==> src/design/stim_pkg.sv <==
package stim_pkg;
  // output port width
  localparam int          NUM_OUTPUTS     = 8;
  // command encodings
  typedef enum logic [1:0] {
    CMD_NONE,
    CMD_SET_ONE,
    CMD_CLEAR_ONE,
    CMD_WRITE_ALL
  } cmd_t;
  // reset values
  localparam logic [7:0]  OUTPUTS_RESET   = 8'h00;
  localparam logic        STROBE_N_RESET  = 1'h1;
  // strobe width in nanoseconds and the clock period in nanoseconds
  localparam int          STROBE_NS       = 4000;
  localparam int          CLK_PERIOD_NS   = 4;
  // least time: round up, at least one cycle
  localparam int          STROBE_CYCLES   =
    ((STROBE_NS + CLK_PERIOD_NS - 1) / CLK_PERIOD_NS) < 1 ? 1 :
    ((STROBE_NS + CLK_PERIOD_NS - 1) / CLK_PERIOD_NS);
  localparam int          STROBE_CNT_W    = $clog2(STROBE_CYCLES + 1);
endpackage : stim_pkg

==> src/design/strobe_if.sv <==
`timescale 1ns/1ps
// carries a change event to the strobe generator and its pulse back
interface strobe_if;
  logic change;   // one-cycle pulse: an output changed level
  logic busy;     // strobe currently low
  modport src  (output change, input busy);
  modport gen  (input change, output busy);
endinterface : strobe_if

==> src/design/strobe_gen.sv <==
`timescale 1ns/1ps
// low pulse of fixed width, restarted by each change
module strobe_gen #(
  parameter int CYCLES = stim_pkg::STROBE_CYCLES
) (
  input  wire logic   clk_sys,
  input  wire logic   rst_n,
  strobe_if.gen       sif,
  output logic        strobe_n
);
  localparam int W = $clog2(CYCLES + 1);
  // refuse a width the counter cannot serve
  if (CYCLES < 1) begin : g_bad_width
    $error("strobe width must be at least one cycle");
  end
  logic [W-1:0] cnt_r;    // cycles of low left
  logic [W-1:0] cnt_nxt;
  logic         str_r;    // registered strobe level
  logic         str_nxt;

  // reload on change so the pulse always lasts the full width
  always_comb begin
    cnt_nxt = cnt_r;
    str_nxt = 1'b1;
    if (sif.change) begin
      cnt_nxt = W'(CYCLES - 1);
      str_nxt = 1'b0;
    end else if (cnt_r != '0) begin
      cnt_nxt = cnt_r - 1'b1;
      str_nxt = 1'b0;
    end
  end

  // register stage
  always_ff @(posedge clk_sys or negedge rst_n) begin
    if (!rst_n) begin
      cnt_r <= '0;
      str_r <= stim_pkg::STROBE_N_RESET;
    end else begin
      cnt_r <= cnt_nxt;
      str_r <= str_nxt;
    end
  end
  assign strobe_n = str_r;
  assign sif.busy = ~str_r;

  // a change loads the width less one (CYCLES - 1) and drives the strobe low
  a_strobe_start: assert property (@(posedge clk_sys)
    disable iff (!rst_n)
    sif.change |=> !str_r && cnt_r == W'(CYCLES - 1))
    else $error("strobe not started on change");
  // the strobe stays low while cycles are left
  a_strobe_width: assert property (@(posedge clk_sys)
    disable iff (!rst_n)
    !str_r && cnt_r != '0 |=> !str_r)
    else $error("strobe ended early");
  // with no new change the strobe rises once the count is spent
  a_strobe_end: assert property (@(posedge clk_sys)
    disable iff (!rst_n)
    !str_r && cnt_r == '0 && !sif.change |=> str_r)
    else $error("strobe held too long");
endmodule : strobe_gen

==> src/design/stimulus_output_generator.sv <==
`timescale 1ns/1ps
// What this block does
// - eight latched outputs hold last commanded level
// - single-bit command sets or clears one output
// - byte bit n drives output n
// - byte write updates all outputs together
// - any change pulses strobe low 4 us
// - grouped single-bit commands run in order
// - supports static levels, pulses, repeating patterns

// commands arrive one per clock while cmd_valid is high and are never
// refused, so a group of single-bit commands lands in issue order
// a byte write replaces all eight outputs at one clock edge, so the
// target never sees a half-written pattern
// the strobe fires only when a level really changes; a command that
// leaves the outputs as they were gives no pulse
// every change restarts the strobe, so a burst of changes gives one
// long low pulse that ends a full width after the last change
// pulses and repeating patterns are built by the host from command
// sequences; the block itself keeps no pattern memory
module stimulus_output_generator #(
  parameter int STROBE_CYCLES = stim_pkg::STROBE_CYCLES
) (
  input  wire logic              clk_sys,
  input  wire logic              resetn,
  input  wire stim_pkg::cmd_t    cmd,
  input  wire logic              cmd_valid,
  input  wire logic [2:0]        cmd_index,
  input  wire logic [7:0]        cmd_byte,
  output logic                   cmd_ready,
  output logic [7:0]             stim_out,
  output logic                   change_strobe_n
);
  // refuse a strobe width the counter cannot serve
  if (STROBE_CYCLES < 1) begin : g_bad_width
    $error("strobe width must be positive");
  end

  // reset synchroniser: asserts at once, releases two edges later
  logic       rst_s1_r;   // first stage, read only by second
  logic       rst_n_r;    // second stage
  logic       rst_n;      // synchronised reset for the rest
  always_ff @(posedge clk_sys or negedge resetn) begin
    if (!resetn) begin
      rst_s1_r <= 1'b0; // asynchronous assert
      rst_n_r  <= 1'b0;
    end else begin
      rst_s1_r <= 1'b1; // release ripples through both stages
      rst_n_r  <= rst_s1_r;
    end
  end
  assign rst_n = rst_n_r;

  strobe_if   sif();
  logic [7:0] out_r;      // latched outputs
  logic [7:0] out_nxt;
  logic [7:0] bit_mask;   // one-hot of the commanded index

  // one command per cycle, always accepted, so order is kept
  assign cmd_ready = 1'b1;
  assign bit_mask  = 8'h01 << cmd_index;

  // next output value from the command
  always_comb begin
    out_nxt = out_r;
    if (cmd_valid) begin
      case (cmd)
        stim_pkg::CMD_SET_ONE:   out_nxt = out_r | bit_mask;
        stim_pkg::CMD_CLEAR_ONE: out_nxt = out_r & ~bit_mask;
        stim_pkg::CMD_WRITE_ALL: out_nxt = cmd_byte;
        default:                 out_nxt = out_r;
      endcase
    end
  end

  // output latch; patterns and pulses come from command sequences
  always_ff @(posedge clk_sys or negedge rst_n) begin
    if (!rst_n) out_r <= stim_pkg::OUTPUTS_RESET;
    else        out_r <= out_nxt;
  end
  assign stim_out   = out_r;
  // strobe trigger only on a real level change
  assign sif.change = (out_nxt != out_r);

  strobe_gen #(.CYCLES(STROBE_CYCLES)) u_strobe (
    .clk_sys  (clk_sys),
    .rst_n    (rst_n),
    .sif      (sif),
    .strobe_n (change_strobe_n)
  );

  // set once any command has been taken; cleared again by reset
  logic       seen_cmd_r; // a command arrived since reset
  logic       seen_cmd_nxt;
  always_comb begin
    seen_cmd_nxt = seen_cmd_r;
    if (cmd_valid) begin
      seen_cmd_nxt = 1'b1; // first command ends the reset state
    end
  end
  always_ff @(posedge clk_sys or negedge rst_n) begin
    if (!rst_n) seen_cmd_r <= 1'b0;
    else        seen_cmd_r <= seen_cmd_nxt;
  end

  // cycles since the last level change, saturating at the strobe width;
  // only the assertions read it, so the pulse is judged from outside
  localparam int            QW         = $clog2(STROBE_CYCLES + 1);
  localparam logic [QW-1:0] QUIET_FULL = QW'(STROBE_CYCLES);
  logic [QW-1:0] quiet_r;   // cycles since the last change
  logic [QW-1:0] quiet_nxt;
  always_comb begin
    quiet_nxt = quiet_r;
    if (sif.change) begin
      quiet_nxt = '0; // a change starts the count again
    end else if (quiet_r != QUIET_FULL) begin
      quiet_nxt = quiet_r + 1'b1; // count up to the full width
    end
  end
  always_ff @(posedge clk_sys or negedge rst_n) begin
    if (!rst_n) quiet_r <= QUIET_FULL; // quiet since reset
    else        quiet_r <= quiet_nxt;
  end

  // assertions on the output latch
  // no command, no movement
  a_hold_level: assert property (@(posedge clk_sys)
    disable iff (!rst_n)
    !cmd_valid |=> $stable(stim_out))
    else $error("outputs moved with no command");
  // an empty command is taken but changes nothing
  a_none_ignored: assert property (@(posedge clk_sys)
    disable iff (!rst_n)
    cmd_valid && cmd == stim_pkg::CMD_NONE |=> $stable(stim_out))
    else $error("empty command moved outputs");
  // set drives the named output high
  a_set_one: assert property (@(posedge clk_sys)
    disable iff (!rst_n)
    cmd_valid && cmd == stim_pkg::CMD_SET_ONE |=>
      stim_out == ($past(stim_out) | (8'h01 << $past(cmd_index))))
    else $error("set command wrong");
  // clear drives the named output low
  a_clear_one: assert property (@(posedge clk_sys)
    disable iff (!rst_n)
    cmd_valid && cmd == stim_pkg::CMD_CLEAR_ONE |=>
      stim_out == ($past(stim_out) & ~(8'h01 << $past(cmd_index))))
    else $error("clear command wrong");
  // per output: a single-bit command aimed elsewhere leaves it alone,
  // and a byte write puts its own byte bit on it
  for (genvar b = 0; b < stim_pkg::NUM_OUTPUTS; b++) begin : g_bit
    a_bit_other: assert property (@(posedge clk_sys)
      disable iff (!rst_n)
      cmd_valid && cmd inside {stim_pkg::CMD_SET_ONE,
        stim_pkg::CMD_CLEAR_ONE} && cmd_index != 3'(b) |=>
        stim_out[b] == $past(stim_out[b]))
      else $error("other output disturbed");
    a_bit_byte: assert property (@(posedge clk_sys)
      disable iff (!rst_n)
      cmd_valid && cmd == stim_pkg::CMD_WRITE_ALL |=>
        stim_out[b] == $past(cmd_byte[b]))
      else $error("byte bit not on its output");
  end
  // a byte write lands on all eight outputs at one edge
  a_write_all: assert property (@(posedge clk_sys)
    disable iff (!rst_n)
    cmd_valid && cmd == stim_pkg::CMD_WRITE_ALL |=>
      stim_out == $past(cmd_byte))
    else $error("byte write wrong");
  // the worked example: 84 drives outputs 7 and 2 only
  a_byte_map: assert property (@(posedge clk_sys)
    disable iff (!rst_n)
    cmd_valid && cmd == stim_pkg::CMD_WRITE_ALL && cmd_byte == 8'h84 |=>
      stim_out[7] && stim_out[2] && stim_out[6:3] == 4'h0 &&
      stim_out[1:0] == 2'h0)
    else $error("byte bit order wrong");
  // a clear right after a set on the same output wins, leaving it low
  a_in_order: assert property (@(posedge clk_sys)
    disable iff (!rst_n)
    cmd_valid && cmd == stim_pkg::CMD_SET_ONE ##1
    cmd_valid && cmd == stim_pkg::CMD_CLEAR_ONE &&
    cmd_index == $past(cmd_index) |=> !stim_out[$past(cmd_index)])
    else $error("commands applied out of order");
  // commands are never refused
  a_ready_high: assert property (@(posedge clk_sys)
    disable iff (!rst_n)
    cmd_valid |-> cmd_ready)
    else $error("command refused");

  // assertions on the strobe
  // a level change shows the strobe low at once
  a_change_strobe: assert property (@(posedge clk_sys)
    disable iff (!rst_n)
    $changed(stim_out) |-> !change_strobe_n)
    else $error("no strobe on change");
  // low for a full width after the last change
  a_strobe_low: assert property (@(posedge clk_sys)
    disable iff (!rst_n)
    quiet_r != QUIET_FULL |-> sif.busy && !change_strobe_n)
    else $error("strobe high too soon");
  // high again once a full width has passed quietly
  a_strobe_idle: assert property (@(posedge clk_sys)
    disable iff (!rst_n)
    quiet_r == QUIET_FULL |-> change_strobe_n)
    else $error("strobe low with no change");
  // outputs low and strobe high until the first command
  a_reset_quiet: assert property (@(posedge clk_sys)
    disable iff (!rst_n)
    !seen_cmd_r |->
      stim_out == stim_pkg::OUTPUTS_RESET && change_strobe_n)
    else $error("reset state not kept");

  // covers for the main scenarios
  c_set_clear: cover property (@(posedge clk_sys) disable iff (!rst_n)
    cmd_valid && cmd == stim_pkg::CMD_SET_ONE ##1
    cmd_valid && cmd == stim_pkg::CMD_CLEAR_ONE);
  c_write_all: cover property (@(posedge clk_sys) disable iff (!rst_n)
    cmd_valid && cmd == stim_pkg::CMD_WRITE_ALL);
  c_strobe: cover property (@(posedge clk_sys) disable iff (!rst_n)
    $fell(change_strobe_n));
  c_no_change: cover property (@(posedge clk_sys) disable iff (!rst_n)
    cmd_valid && cmd == stim_pkg::CMD_SET_ONE && !sif.change);
endmodule : stimulus_output_generator

==> config.mk <==
export PLATFORM = sky130hd
export DESIGN_NAME = stimulus_output_generator
export DESIGN_NICKNAME = d
export VERILOG_FILES = /design/src/design/stim_pkg.sv /design/src/design/strobe_if.sv /design/src/design/strobe_gen.sv /design/src/design/stimulus_output_generator.sv
export SDC_FILE = /design/constraint.sdc
export NUM_CORES = 1
export LEC_CHECK = 0
export BUFFER_PORTS_ARGS = -buffer_cell sky130_fd_sc_hd__buf_2
export CORE_ASPECT_RATIO = 1.5
export CORE_MARGIN = 2
export CORE_UTILIZATION = 25
export CTS_BUF_LIST = sky130_fd_sc_hd__clkbuf_4
export CTS_CLUSTER_SIZE = 24
export DETAILED_ROUTE_END_ITERATION = 16
export PLACE_DENSITY_LB_ADDON = 0.3
export SETUP_SLACK_MARGIN = 0.05
export SYNTH_ARGS = -nofsm -noshare
export SYNTH_HDL_FRONTEND = slang
export SYNTH_HIERARCHICAL = 1
export SYNTH_SLANG_ARGS = --single-unit
export TNS_END_PERCENT = 50
==> constraint.sdc <==
create_clock -name clk_sys -period 0.8 [get_ports clk_sys]
set_clock_uncertainty 0.05 [all_clocks]
set_input_delay 0.04 -clock clk_sys [delete_from_list [all_inputs] [get_ports clk_sys]]
set_output_delay 0.04 -clock clk_sys [all_outputs]
set_load 0.005 [all_outputs]
==> impl_metrics.tcl <==
set metrics [dict create \
    outcome "finished with violations" \
    violations "negative hold slack, negative setup slack" \
    reg2reg_slack_ns -1.27 \
    vias 1526 \
    finalNetCount 254 \
    clock_latency_ns 0.30 \
    finalInstanceArea_um2 2230 \
    finalHoldViolCount 1 \
    fin_util 0.409 \
    synth.avg_cell_area_um2 8.97 \
    htree_levels 1 \
    antenna_cells 0 \
    cp.depth 7 \
    syn_inst 156 \
    grt_pass1_wl_um 7210 \
    cts_tree "built" \
    final_max_slew_viol_count 0 \
    multi_input_area_um2 893 \
    endpoint "u_strobe/cnt_r[8]" \
    regArea_um2 532 \
    reg2reg_from "stim_out[4]" \
    p_leak_nw 0.964 \
    num_rows 33 \
    dieHeight_um 95.7 \
    ant_nets 0 \
    layout_common_cells "48 x buf_4, 19 x buf_2, 16 x dfrtp_1" \
    min_period_ns 2.07 \
    setup_viol 26 \
    reg2reg_to "u_strobe/cnt_r[8]" \
    dp.final_hpwl_um 3400 \
    grt_pass1_vias 1522 \
    drc_errors 0 \
    area_growth_pct 59.1 \
    cp_data_required_time_ns 0.95 \
    wl_per_cell_um 14.4 \
    final_common_cell "buf_4" \
    rr_worst_depth 7 \
    critPathKind "reg2reg" \
    post_dp_cell_area_um2 2020 \
    path_cells "nor4bb_4 -> a221oi_2 -> o221ai_2 -> a2111oi_2 -> o22ai_2 -> buf_6 -> a211o_1" \
    fp.coreArea_um2 5450 \
    slowest_delay_ns 0.43 \
    syn_area_um2 1400 \
    critPathMaxFanout 5 \
    clock_path_buffers 2 \
    drive_above_1_share 0.475 \
    grt_max_degree 20 \
    firstDrtPassIters 4 \
    path_clk_slew_ns 0.13 \
    cp_slowest_cell "dfrtp_1" \
    critPathTopFamily "compound AO/OA/AOI/OAI gates" \
    viasPerCell 4.99 \
    drtIter0Drc 75 \
    gp_congestion 0.819 \
    die_w_um 65.1 \
    cts_sinks 21 \
    cts_buffers 3 \
    fmax_mhz 484 \
    fillCellCount 589 \
    grt_usage 0.151 \
    p_per_area_nw_per_um2 1600 \
    antenna_found_initial 0 \
    min_path_type "in2reg" \
    holdBufCountCts 2 \
    rsz0062_at_grt "true" \
    root_buffer "clkbuf_4" \
    io_buffers 24 \
    start_kind "flip-flop" \
    hold-worst-slack_ns -0.0540 \
    start_util 0.257 \
    fin_crit_sh 2.58 \
    setup.worst_path.start "stim_out[4]" \
    peakVddDrop_v 0.000560 \
    yosys_warnings 6 \
    routed_wl_um 4410 \
    critPathCaptureType "flip-flop" \
    io_pins 26 \
    gr-total-overflow 0 \
    dieArea_um2 6230 \
    worst-path-buf-inv 1 \
    crit_arrival_ns 2.21 \
    worst_slack_ns -1.27 \
    drv_cap 0 \
]
==> metrics by stage <==
| stage | instances | power (W) | setup WS [ns] | TNS, ns | hold slack, ns |
|---|---|---|---|---|---|
| after floorplan | 157 | 0.00202 | -1.18 | -14.62 | -0.306 |
| after global routing | 306 | 0.00383 | -1.36 | -18.82 | -0.0551 |
| after global placement | 299 | 0.00278 | -1.20 | -15.21 | -0.221 |
| final | 306 | 0.00356 | -1.27 | -16.90 | -0.0540 |
| after CTS | 307 | 0.00350 | -1.23 | -17.15 | -0.0585 |
| after detailed placement | 299 | 0.00278 | -1.25 | -15.68 | -0.221 |
==> sequential cells by signal, summed over array words and instances, names as in the netlist <==
register           count
rst_s1_r               1
u_strobe/strobe_n      1
stim_out               8
u_strobe/cnt_r        10
rst_n                  1
==> power breakdown <==
group	internal [W]	switching (W)	leakage, nW
logic	0.000896	0.000695	0.725
registers	0.00124	0.000161	0.221
clock network	0.000228	0.000338	0.0184
total	0.00236	0.00119	0.964
==> worst min path at each step <==
stage,from,to,slack [ns],depth (start not counted)
after floorplan,resetn,rst_n,-0.31,0
after global placement,resetn,rst_s1_r,-0.22,1
after detailed placement,resetn,rst_s1_r,-0.22,1
after CTS,cmd_byte[1],stim_out[1],-0.06,2
after global routing,cmd_byte[1],stim_out[1],-0.06,2
final,cmd_byte[1],stim_out[1],-0.05,2
==> repair_timing <==
action                                  CTS  global route
gates cloned                              1             0
pin swaps                                 4             5
hold endpoints to repair                  3             1
setup buffers                             2             0
endpoints found under the setup margin   28            28
resized for setup                        16            23
==> layout make-up <==
class | instances | area share
flip-flops and latches | 21 | 0.239
clock buffers | 4 | 0.0135
multi-input cells | 120 | 0.401
repair buffers | 84 | 0.293
inverters | 7 | 0.0140
well taps | 70 | 0.0393
==> layer usage <==
metal	vias up	GRT usage	part of all wire
li1	743	-	-
met1	741	0.161	0.37
met4	0	0.0642	0.027
met5	-	0	0
met2	34	0.296	0.58
met3	8	0.0177	0.026
No activity file was read; power rests on OpenSTA's default activity.
